$ cat src/shift_flag_defs.vh
/*
 * constants for the shift and flag datapath slice: operation codes,
 * word widths, shift-length thresholds and lane masks.
 * assumes it is included by bare name from the design files.
 */
`ifndef SHIFT_FLAG_DEFS_VH
`define SHIFT_FLAG_DEFS_VH

// ----------------------------------------------------------------
// widths
// ----------------------------------------------------------------
`define WORD_W          32
`define SHAMT_W         8
`define OP_W            4
`define ROT_W           5

// ----------------------------------------------------------------
// operation codes
// ----------------------------------------------------------------
`define OP_NONE         4'h0
`define OP_ASR          4'h1
`define OP_LSR          4'h2
`define OP_LSL          4'h3
`define OP_ROR          4'h4
`define OP_AND_TEST     4'h5
`define OP_ZEXT_BYTE    4'h6
`define OP_ZEXT_HALF    4'h7
`define OP_STORE_BYTE   4'h8
`define OP_STORE_HALF   4'h9
`define OP_BRANCH_LINK  4'ha
`define OP_BRANCH_IND   4'hb
`define OP_BRANCH_IND_L 4'hc

// ----------------------------------------------------------------
// shift thresholds and constants
// ----------------------------------------------------------------
`define SHAMT_ZERO      8'h00
`define SHAMT_ONE       8'h01
`define SHAMT_FULL      8'h20
`define SHAMT_CARRY_OFF 8'h21
`define ROT_ZERO        5'h00
`define ROT_FULL        6'h20
`define SIGN_BIT        31
`define WORD_ZERO       32'h0000_0000
`define BYTE_MASK       32'h0000_00ff
`define HALF_MASK       32'h0000_ffff
`define LINK_BIT0       32'h0000_0001
`define LANE_BYTE       4'h1
`define LANE_HALF       4'h3
`define LANE_NONE       4'h0
`define FLAGS_RESET     4'h0

`endif

$ cat src/shift_flag_unit.v
/*
 * shift and flag datapath slice: register shifts with carry effects,
 * and-based test, zero extension, narrow store data, link and branch
 * target bit-0 handling, and the held n/z/c/v condition flags.
 * assumes one instruction per op_valid pulse from the decoder, operands
 * already read from the register file, and a synchronous active-low reset.
 */
//
// Overview of operation
// - zero length passes value, keeps carry
// - arithmetic right fills top with sign
// - flagged arithmetic right carry is bit n-1
// - length 32 or more clears result, except rotate
// - length 33 or more clears carry, except rotate
// - logical right fills top with zeros
// - flagged logical right carry is bit n-1
// - logical left fills bottom with zeros
// - flagged logical left carry is bit 32-n
// - link register value gets bit0 forced
// - and-test sets only negative and zero
// - zero extend byte/half, flags unchanged
// - narrow stores write low bits only
// - rotate right wraps low bits to top
// - flagged rotate carry is bit n-1
// - flags not updated keep old value
//
`timescale 1ns/1ps
`include "shift_flag_defs.vh"

module shift_flag_unit
(
    input  wire                clk_sys,            // core clock, 25 MHz
    input  wire                rst_n,              // synchronous reset, active low
    input  wire                op_valid,           // one-cycle instruction strobe
    input  wire [`OP_W-1:0]    op_code,            // operation select
    input  wire                set_flags,          // flagged variant of a shift
    input  wire [`WORD_W-1:0]  operand_m,          // shifted / extended / stored source
    input  wire [`WORD_W-1:0]  operand_n,          // second and-test operand
    input  wire [`SHAMT_W-1:0] shift_len,          // shift length n
    input  wire [`WORD_W-1:0]  return_addr,        // return address for link
    input  wire                flags_load,         // restore flags from flags_in
    input  wire [3:0]          flags_in,           // n z c v to restore
    output reg  [`WORD_W-1:0]  result,             // register-file write data
    output reg                 result_write,       // pulse: write result
    output reg  [`WORD_W-1:0]  store_data,         // memory write data
    output reg  [3:0]          store_strobe,       // byte lanes written
    output reg                 store_write,        // pulse: narrow store
    output reg  [`WORD_W-1:0]  link_value,         // link register write data
    output reg                 link_write,         // pulse: write link register
    output reg  [`WORD_W-1:0]  branch_target,      // new program counter
    output reg                 branch_write,       // pulse: load program counter
    output reg                 branch_state_fault, // pulse: target bit0 was clear
    output reg                 flag_n,             // negative flag
    output reg                 flag_z,             // zero flag
    output reg                 flag_c,             // carry flag
    output reg                 flag_v              // overflow flag
);

    // ----------------------------------------------------------------
    // decode
    // ----------------------------------------------------------------
    wire                is_shift;       // any of the four shifts
    wire                is_zext;        // zero extension
    wire                is_store;       // narrow store
    wire                is_link;        // writes the link register
    wire                is_indirect;    // target from a register
    wire [`WORD_W-1:0]  shift_result;   // shifter output
    wire                shift_carry;    // shifter carry
    wire                shift_carry_upd;// shifter says carry changes
    wire [`WORD_W-1:0]  and_result;     // discarded and-test value

    assign is_shift    = (op_code == `OP_ASR) || (op_code == `OP_LSR)
                       || (op_code == `OP_LSL) || (op_code == `OP_ROR);
    assign is_zext     = (op_code == `OP_ZEXT_BYTE) || (op_code == `OP_ZEXT_HALF);
    assign is_store    = (op_code == `OP_STORE_BYTE) || (op_code == `OP_STORE_HALF);
    assign is_link     = (op_code == `OP_BRANCH_LINK) || (op_code == `OP_BRANCH_IND_L);
    assign is_indirect = (op_code == `OP_BRANCH_IND) || (op_code == `OP_BRANCH_IND_L);
    assign and_result  = operand_n & operand_m;

    // ----------------------------------------------------------------
    // shifter
    // ----------------------------------------------------------------
    barrel_shifter u_shifter
    (
        .operand      (operand_m),
        .shift_len    (shift_len),
        .shift_kind   (op_code),
        .shifted      (shift_result),
        .carry_out    (shift_carry),
        .carry_update (shift_carry_upd)
    );

    // ----------------------------------------------------------------
    // next values
    // ----------------------------------------------------------------
    reg [`WORD_W-1:0] next_result;      // register write data
    reg               next_result_write;
    reg [`WORD_W-1:0] next_store_data;  // store data, low lanes only
    reg [3:0]         next_store_strobe;
    reg               next_store_write;
    reg               next_link_write;
    reg               next_branch_write;
    reg               next_fault;
    reg               next_n;
    reg               next_z;
    reg               next_c;
    reg               next_v;

    // per-instruction result and flag selection
    always @*
    begin
        next_result       = result;
        next_result_write = 1'b0;
        next_store_data   = store_data;
        next_store_strobe = `LANE_NONE;
        next_store_write  = 1'b0;
        next_link_write   = 1'b0;
        next_branch_write = 1'b0;
        next_fault        = 1'b0;
        // every flag holds unless an instruction defines it
        next_n            = flag_n;
        next_z            = flag_z;
        next_c            = flag_c;
        next_v            = flag_v;
        if (flags_load)
        begin
            // explicit restore of the status flags
            next_n = flags_in[3];
            next_z = flags_in[2];
            next_c = flags_in[1];
            next_v = flags_in[0];
        end
        else if (op_valid)
        begin
            if (is_shift)
            begin
                next_result       = shift_result;
                next_result_write = 1'b1;
                if (set_flags)
                begin
                    next_n = shift_result[`SIGN_BIT];
                    next_z = (shift_result == `WORD_ZERO);
                    if (shift_carry_upd)
                    begin
                        next_c = shift_carry;
                    end
                end
            end
            else if (op_code == `OP_AND_TEST)
            begin
                // result discarded, carry and overflow kept
                next_n = and_result[`SIGN_BIT];
                next_z = (and_result == `WORD_ZERO);
            end
            else if (is_zext)
            begin
                // flags untouched by extension
                next_result       = (op_code == `OP_ZEXT_BYTE)
                                  ? (operand_m & `BYTE_MASK)
                                  : (operand_m & `HALF_MASK);
                next_result_write = 1'b1;
            end
            else if (is_store)
            begin
                // only the low lanes carry data; flags untouched
                next_store_data   = (op_code == `OP_STORE_BYTE)
                                  ? (operand_m & `BYTE_MASK)
                                  : (operand_m & `HALF_MASK);
                next_store_strobe = (op_code == `OP_STORE_BYTE)
                                  ? `LANE_BYTE : `LANE_HALF;
                next_store_write  = 1'b1;
            end
            if (is_link)
            begin
                next_link_write = 1'b1;
            end
            if (is_indirect)
            begin
                next_branch_write = 1'b1;
                // a clear bit0 selects an unsupported instruction set
                next_fault = ~operand_m[0];
            end
        end
    end

    // ----------------------------------------------------------------
    // registers
    // ----------------------------------------------------------------
    // all outputs and flags held in flip-flops
    always @(posedge clk_sys)
    begin
        if (!rst_n)
        begin
            result             <= `WORD_ZERO;
            result_write       <= 1'b0;
            store_data         <= `WORD_ZERO;
            store_strobe       <= `LANE_NONE;
            store_write        <= 1'b0;
            link_value         <= `WORD_ZERO;
            link_write         <= 1'b0;
            branch_target      <= `WORD_ZERO;
            branch_write       <= 1'b0;
            branch_state_fault <= 1'b0;
            {flag_n, flag_z, flag_c, flag_v} <= `FLAGS_RESET;
        end
        else
        begin
            result             <= next_result;
            result_write       <= next_result_write;
            store_data         <= next_store_data;
            store_strobe       <= next_store_strobe;
            store_write        <= next_store_write;
            link_write         <= next_link_write;
            branch_write       <= next_branch_write;
            branch_state_fault <= next_fault;
            flag_n             <= next_n;
            flag_z             <= next_z;
            flag_c             <= next_c;
            flag_v             <= next_v;
            if (op_valid && is_link)
            begin
                // return address always marks the compact set
                link_value <= return_addr | `LINK_BIT0;
            end
            if (op_valid && is_indirect)
            begin
                // target passed as given; fault flags a clear bit0
                branch_target <= operand_m;
            end
        end
    end

endmodule

$ cat src/barrel_shifter.v
/*
 * combinational 32-bit barrel shifter: arithmetic right, logical right,
 * logical left and rotate right, with the carry-out of the last bit moved.
 * assumes the caller registers the outputs and owns the carry flag.
 */
`timescale 1ns/1ps
`include "shift_flag_defs.vh"

module barrel_shifter
(
    input  wire [`WORD_W-1:0]  operand,      // value to shift
    input  wire [`SHAMT_W-1:0] shift_len,    // shift length n
    input  wire [`OP_W-1:0]    shift_kind,   // one of the shift op codes
    output reg  [`WORD_W-1:0]  shifted,      // shifted value
    output reg                 carry_out,    // new carry value
    output reg                 carry_update  // high when carry must change
);

    // ----------------------------------------------------------------
    // intermediate terms
    // ----------------------------------------------------------------
    wire [`SHAMT_W-1:0] len_less_one;        // n-1, index of last bit out
    wire [`ROT_W-1:0]   rot_len;             // rotate length modulo 32
    wire [`ROT_W-1:0]   rot_less_one;        // rotate length minus one
    wire                len_zero;            // n is zero
    wire                len_full;            // n is 32 or more
    wire                len_carry_off;       // n is 33 or more

    assign len_less_one  = shift_len - `SHAMT_ONE;
    assign rot_len       = shift_len[`ROT_W-1:0];
    assign rot_less_one  = rot_len - 5'h01;
    assign len_zero      = (shift_len == `SHAMT_ZERO);
    assign len_full      = (shift_len >= `SHAMT_FULL);
    assign len_carry_off = (shift_len >= `SHAMT_CARRY_OFF);

    // ----------------------------------------------------------------
    // shift network
    // ----------------------------------------------------------------
    // lengths 1..32 take the carry from n-1 (right) or 32-n (left);
    // shifting by n-1 and picking an end bit covers 32 without overflow
    always @*
    begin
        shifted      = operand;
        carry_out    = 1'b0;
        carry_update = 1'b0;
        if (len_zero)
        begin
            // no shift: value through, carry untouched
            shifted      = operand;
            carry_update = 1'b0;
        end
        else
        begin
            case (shift_kind)
                `OP_ASR:
                begin
                    // sign bit fills the vacated top bits
                    shifted      = $signed(operand) >>> shift_len;
                    carry_update = 1'b1;
                    carry_out    = operand[len_less_one[`ROT_W-1:0]];
                    if (len_full)
                    begin
                        shifted = `WORD_ZERO;
                    end
                    if (len_carry_off)
                    begin
                        carry_out = 1'b0;
                    end
                end
                `OP_LSR:
                begin
                    // zeros fill the vacated top bits
                    shifted      = operand >> shift_len;
                    carry_update = 1'b1;
                    carry_out    = operand[len_less_one[`ROT_W-1:0]];
                    if (len_full)
                    begin
                        shifted = `WORD_ZERO;
                    end
                    if (len_carry_off)
                    begin
                        carry_out = 1'b0;
                    end
                end
                `OP_LSL:
                begin
                    // zeros fill the vacated bottom bits, no overflow kept
                    shifted      = operand << shift_len;
                    carry_update = 1'b1;
                    // bit 32-n is bit 31 of the value shifted by n-1
                    carry_out    = operand[~len_less_one[`ROT_W-1:0]];
                    if (len_full)
                    begin
                        shifted = `WORD_ZERO;
                    end
                    if (len_carry_off)
                    begin
                        carry_out = 1'b0;
                    end
                end
                `OP_ROR:
                begin
                    carry_update = 1'b1;
                    if (rot_len == `ROT_ZERO)
                    begin
                        // multiples of 32: value kept, carry from bit 31
                        shifted   = operand;
                        carry_out = operand[`SIGN_BIT];
                    end
                    else
                    begin
                        // low n bits wrap into the top n positions
                        shifted   = (operand >> rot_len)
                                  | (operand << (`ROT_FULL - {1'b0, rot_len}));
                        carry_out = operand[rot_less_one];
                    end
                end
                default:
                begin
                    // not a shift: nothing moves
                    shifted      = operand;
                    carry_update = 1'b0;
                end
            endcase
        end
    end

endmodule

$ cat config.mk
export PLATFORM = sky130hd
export DESIGN_NAME = shift_flag_unit
export DESIGN_NICKNAME = d
export VERILOG_FILES = /design/src/shift_flag_unit.v /design/src/barrel_shifter.v
export VERILOG_INCLUDE_DIRS = /design/src
export SDC_FILE = /design/constraint.sdc
export NUM_CORES = 1
export LEC_CHECK = 0
export ABC_CLOCK_PERIOD_IN_PS = 10200
export BUFFER_PORTS_ARGS = -buffer_cell sky130_fd_sc_hd__buf_2
export CAP_MARGIN = 25
export CELL_PAD_IN_SITES_DETAIL_PLACEMENT = 0
export CELL_PAD_IN_SITES_GLOBAL_PLACEMENT = 1
export CORE_MARGIN = 2
export CORE_UTILIZATION = 35
export DETAILED_ROUTE_END_ITERATION = 16
export HOLD_SLACK_MARGIN = 0.05
export PLACE_DENSITY_LB_ADDON = 0.1
export SYNTH_ARGS = -nofsm -noshare
export SYNTH_HDL_FRONTEND = slang
export SYNTH_SLANG_ARGS = --single-unit
$ cat constraint.sdc
create_clock -name clk_sys -period 10.2 [get_ports clk_sys]
set_clock_uncertainty 0.2 [all_clocks]
set_input_delay 2.04 -clock clk_sys [delete_from_list [all_inputs] [get_ports clk_sys]]
set_output_delay 2.04 -clock clk_sys [all_outputs]
set_load 0.02 [all_outputs]
### Yosys cells after proc, flatten, opt, wreduce, memory -nomap -nowiden

Index checks and enable logic that the tools add are counted.

| storage, ports and cells | value |
|---|---|
| flip-flop bits (word level) | 141 |
| input bits | 117 |
| output and inout port bits | 141 |
| word-level logic and storage cells | 128 |

| operators by class | value |
|---|---|
| add/sub/neg operators | 3 |
| magnitude comparators | 5 |
| eq/ne operators | 14 |
| shifts and indexed selects | 5 |
| mux-type cells | 46 |
| bitwise gates (word level) | 12 |
| reduce and logical (&&, ||, !) cells | 29 |

Operators by type and width:

| operator | number |
|---|---|
| $mux 32 | 8 |
| $pmux 32 s4 | 1 |
| $logic_not 32->1 | 2 |
| $and 32x32->32 | 1 |
| $mux 16 | 2 |
| $or 32x32->32 | 1 |
| $shl 32x6->32 | 1 |
| $shl 32x8->32 | 1 |
| $shr 32x5->32 | 1 |
| $shr 32x8->32 | 1 |
| $sshr 32x8->32 | 1 |
| $mux 1 | 30 |
| $eq 4x4->1 const B | 5 |
| $lt 5x6->1 const B | 3 |
| $eq 4x3->1 const B | 4 |
| $ge 8x6->1 const B | 2 |
| $bmux 1 s5 | 3 |
| $reduce_bool 2->1 | 5 |
| $sub 5x1->5 const B | 2 |
| $not 1->1 | 9 |
| $eq 4x2->1 const B | 2 |
| $logic_not 8->1 | 1 |
| $reduce_and 4->1 | 2 |
| $reduce_or 4->1 | 2 |
| 17 further kinds | 24 |

### Depth between registers and ports, before layout

| depth | value |
|---|---|
| depth after elaboration | 12 |
| mapped depth | 21 |
| depth with buffers taken out | 14 |

### Modules after synthesis

From an unflattened synthesis, not the netlist that was laid out.

| unflattened totals | value |
|---|---|
| cell total of the unflattened synthesis | 1562 |
| area total of the unflattened synthesis | 13282.7 um^2 |

Modules (own cells, without submodules):

| module | instances | cells an instance | area an instance (um^2) |
|---|---|---|---|
| barrel_shifter | 1 | 1014 | 8087.8 |
| shift_flag_unit | 1 | 548 | 5195.0 |

### Worst setup path after synthesis

No wires, ideal clock.

| timing path | value |
|---|---|
| kind | input -> register |
| start | input port shift_len[0] |
| end | register flag_z |
| setup time | 60 ps |
| data arrival time | 5610 ps |
| required time | 9940 ps |
| path slack | 4329 ps |
| stages | 19 |
| path buffers | 8 |
| cells stage by stage | buf_6 buf_12 buf_8 inv_2 buf_2 buf_2 ha_1 buf_2 buf_2 buf_2 mux2_2 mux2i_1 mux2i_1 a22oi_1 a31oi_1 o22a_1 nand3b_1 nor4_2 a32o_1 |

| on the way | value |
|---|---|
| cells in the longest elaborated chain, start to end | 11 |
| elaborated cells between the ends (all ways) | 21 |
| those cells by class | add/sub: 1; order compare: 1; shift: 5; mux: 10; bitwise: 1; reduce/logical: 3 |

Ends and longest elaborated chain:

| element | line | RTL |
|---|---|---|
| start: declaration | shift_flag_unit.v:39 | `` input wire [`SHAMT_W-1:0] shift_len, `` |
| $sub 6x5->6 (no source line) | - |  |
| $shl 32x6->32 | barrel_shifter.v:114 | `` \| (operand << (`ROT_FULL - {1'b0, rot_len})); `` |
| $or 32x32->32 | barrel_shifter.v:113 | `shifted = (operand >> rot_len)` |
| $mux 32 | barrel_shifter.v:104 | `` if (rot_len == `ROT_ZERO) `` |
| $pmux 32 s4 | barrel_shifter.v:54 | `case (shift_kind)` |
| $mux 32 * | barrel_shifter.v:46 | `if (len_zero)` |
| $logic_not 32->1 (no source line) * | - |  |
| $mux 1 * | shift_flag_unit.v:139 | `if (set_flags)` |
| $mux 1 * | shift_flag_unit.v:135 | `if (is_shift)` |
| $mux 1 * | shift_flag_unit.v:133 | `else if (op_valid)` |
| $mux 1 * | shift_flag_unit.v:125 | `if (flags_load)` |
| end signal: assignment | shift_flag_unit.v:204 | `` {flag_n, flag_z, flag_c, flag_v} <= `FLAGS_RESET; `` |
| end signal: assignment | shift_flag_unit.v:217 | `flag_z <= next_z;` |
| end: declaration | shift_flag_unit.v:54 | `output reg flag_z,` |

Mark *: on every way between the ends. The rest lies on a longest branch, timed or not. The select of a mux whose other input is x is not followed.
A chain may end at the register's enable or synchronous reset.

### Worst setup path in the final report

Ends and elaborated chain as after synthesis.

==> results.md <==
- Root Buffer: clkbuf_16
- Unrepaired setup endpoints after global routing: no
- Layout Cells excl Fill: 2396
- Synth Area in Adders: 0.2669%
- Worst hold slack: 0.2492 ns
- Status: completed
- Clock slew at reported path FFs: 0.06 ns
- Die area: 41800 um2
- Max incr delay on CP: 0.72 ns
- Sequential-to-total area share from yosys stat: 17.51%
- Power Density: 114.9 nW/um2
- Synth async-reset ratio: 0%
- Routed Antenna Nets: 0
- XOR/XNOR Fraction of Synth Area: 0.5605%
- Wl on met1: 31.84 mm
- CP Capture Type: register
- Peak supply drop: 109.6 uV
- Drt first pass iters: 7
- Worst-Skew Late Latency: 0.42 ns
- Met3 Routed Length: 9.379 mm
- Core ar.: 39730 um2
- Ratio of cells with drive above 1 in the final layout: 26.00%
- CP max FO: 68
- Number of flops mapped to enable cells by yosys: 0
- Nets: 1976
- First-pass GRT wire length: 112.0 mm
- Synth Instances: 1770
- Slew headroom: 18.91%
- Critical Path Slowest Stage Cell: o21ai_0
- Placed instance count: 2360
- Clk sinks: 123
- Hold/Removal Path Class: reg -> reg
- Initial core utilization: 35.40%
- CTS buffer count: 17
- Dominant synthesized flop cell: dfxtp_1
- Post-CTS Setup Inserts: 0
- Number of port buffers: 238
- Mean Syn Cell Area: 7.945 um2
- Endpoints failing setup: 0
- Commonest non-fill, non-tap cells in the layout: buf_2 (236), nand2_1 (220), a21oi_1 (160), nor2_1 (157), mux2i_1 (134)
- GPL Wtd Cong: 1.091
- Final worst setup slack: 2.890 ns
- Yosys cell types: 99
- Width of the die: 204.5 um
- H-tree levels: 4
- Most common cell after layout, fill and taps aside: buf_2
- Multiplexer share of the synthesized area: 27.55%
- Antenna violations before repair: 1
- Max-Cap Viols: 0
- Cell Area, Placed: 15240 um2
- Crit path DAT: 7.48 ns
- WL final: 79.48 mm
- CTS tree: yes
- Buf/Inv on CP: 6
- Cell area after synthesis: 14060 um2
- Num ports: 258
- Fin. Hold Viols: 0
- Leakage: 6.052 nW
- Deepest clock path buffer count: 2
- Crit-path leading delay family: buffers and inverters
- CTS resizes: 0
- Largest family of logic cells by synthesized area: multiplexers
- Fin Setup TNS: 0 ns
- Die Y: 204.5 um
- Design Area, Final: 15870 um2
- GRT overflow: 0
- Area growth from synthesis to layout: 12.86%
- Drt wl/cell: 33.17 um
- Total GRT Usage: 37.14%
- Yosys reg bits: 123
- Setup crit start kind: input pin
- Largest net degree at the start of global routing: 96
- DP HPWL: 55.05 mm
- Via density: 6.867
- Period utilization: 71.67%
- DRC: 0
- Num rows: 73
- Yosys warning total: 0
- FMAX: 136.8 MHz
- Min Tclk post-route: 7.310 ns
- Worst path required time: 10.37 ns
- Vias in the first global route: 15.29k
- Critical path class: in -> reg
- Hold_buf cts: 0
- DR top layer: met5
- Simple-gate share of the synthesized area: 19.56%
- Worst slew pin tran: 1.207 ns
- Setup Slack @ Placement: 2.656 ns
- 1st-iter DRT viols: 2381
- Metal2 WL: 34.30 mm
- Vias post-DR: 16.45k
- Post-synthesis compound-gate area fraction: 25.99%
- # fillers: 4187
- Max Transition Viols Final: 0
- Critical path, cell by cell: buf_6, inv_2, buf_4, ha_2, nand2_1, inv_1, ha_1, buf_4, inv_1, o21ai_0, o211ai_1, a2111oi_0, nand4_1, a211oi_1, nand4_1, nor4_1, a32o_1
[cell families after synthesis]
kind of cell / Yosys count
DFF: 123
and+or+nand+nor: 592
other: 1
xor gates and xnor gates: 6
AOI/OAI and AO/OA: 533
buffers and inverters: 249
adders and majority gates: 3
muxes: 263
[cells in the mapped netlist (5+ instances only)]
library cell  count  area [um2]
a2111oi_0         7       61.31
a211oi_1         33       247.7
a21o_1            5       37.54
a21oi_1         160       800.8
a221oi_1         17       148.9
a22o_1           20       175.2
a22oi_1          20       150.1
a2bb2oi_1         5       43.79
a31oi_1          28       175.2
a32oi_1           6       52.55
and2_1           11       68.82
buf_1            17       63.81
buf_2            43       215.2
buf_4            33       247.7
buf_6             8       90.09
clkbuf_1        128       480.5
dfxtp_1         123        2462
inv_1            14       52.55
mux2_2           33       371.6
mux2i_1         134        1341
mux4_2           96        2162
nand2_1         220       825.8
nand2b_1         17       106.4
nand3_1          51       255.2
nand4_1          19       118.9
nor2_1          157       589.3
nor2b_1          11       68.82
nor3_1           37       185.2
nor4_1           12       75.07
nor4b_1           7       61.31
o2111ai_1        11       96.34
o211ai_1         20       150.1
o21a_1           13       97.59
o21ai_0          60       300.3
o221ai_1         13       113.9
o22a_1           13       113.9
o22ai_1          21       131.4
o2bb2ai_1         5       43.79
o31a_1            7       61.31
o31ai_1          16       120.1
o32ai_1           9       78.83
or2_2             9       56.30
or3_1            14       87.58
[metrics by stage]
step	utilization, %	total power, W
floorplan	-	0.0009564
global placement	38.29	0.001190
detailed placement	38.36	0.001190
CTS	39.85	0.001804
global route	39.94	0.001882
finish	39.95	0.001824
[power by group]
part	total, W	leakage (nW)	internal (W)	switching (W)
combinational	0.000716	4.77	0.000237	0.000478
clock	0.000611	0.281	0.000365	0.000246
sequential	0.000498	0.996	0.000492	0.00000575
total	0.00182	6.05	0.00109	0.000730
[area by class of cell]
type                            instances  area (um2)  share of cell area, %
Multi-Input combinational cell       1415       10520                  66.29
Sequential cell                       123        2462                  15.51
Timing Repair Buffer                  281        1567                  9.869
Tap cell                              525       656.9                  4.138
Clock buffer                           18       429.2                  2.704
Clock inverter                         14       162.7                  1.025
Inverter                               18       68.82                 0.4335
Antenna cell                            2       5.005                0.03153
[routing by layer]
metal  GRT usage, %  vias up
li1               -     6866
met1          50.03     8091
met2          55.21     1248
met3          10.44      246
met4          16.17        2
met5              0        -
[worst paths after layout]
kind	start	endpoint	slack, ns	depth (start not counted)
setup / recovery	shift_len[0]	flag_z	2.89	17
hold / removal	result[2]	result[2]	0.25	2
setup reg to reg	flag_c	flag_c	9.13	3
hold reg to reg	result[2]	result[2]	0.25	2
[tightest hold or removal path, cell delays in order (launching register included)]
cell     delay, ns
dfxtp_1       0.30
nand2_1       0.05
a21oi_1       0.05
[flip-flops by register name, summed over array words and instances (netlist names)]
register            flops
branch_target          32
link_value             32
result                 32
store_data             16
store_strobe            2
branch_state_fault      1
branch_write            1
flag_c                  1
flag_n                  1
flag_v                  1
flag_z                  1
link_write              1
result_write            1
store_write             1
Note: power is estimated with default switching activity, not from simulation.
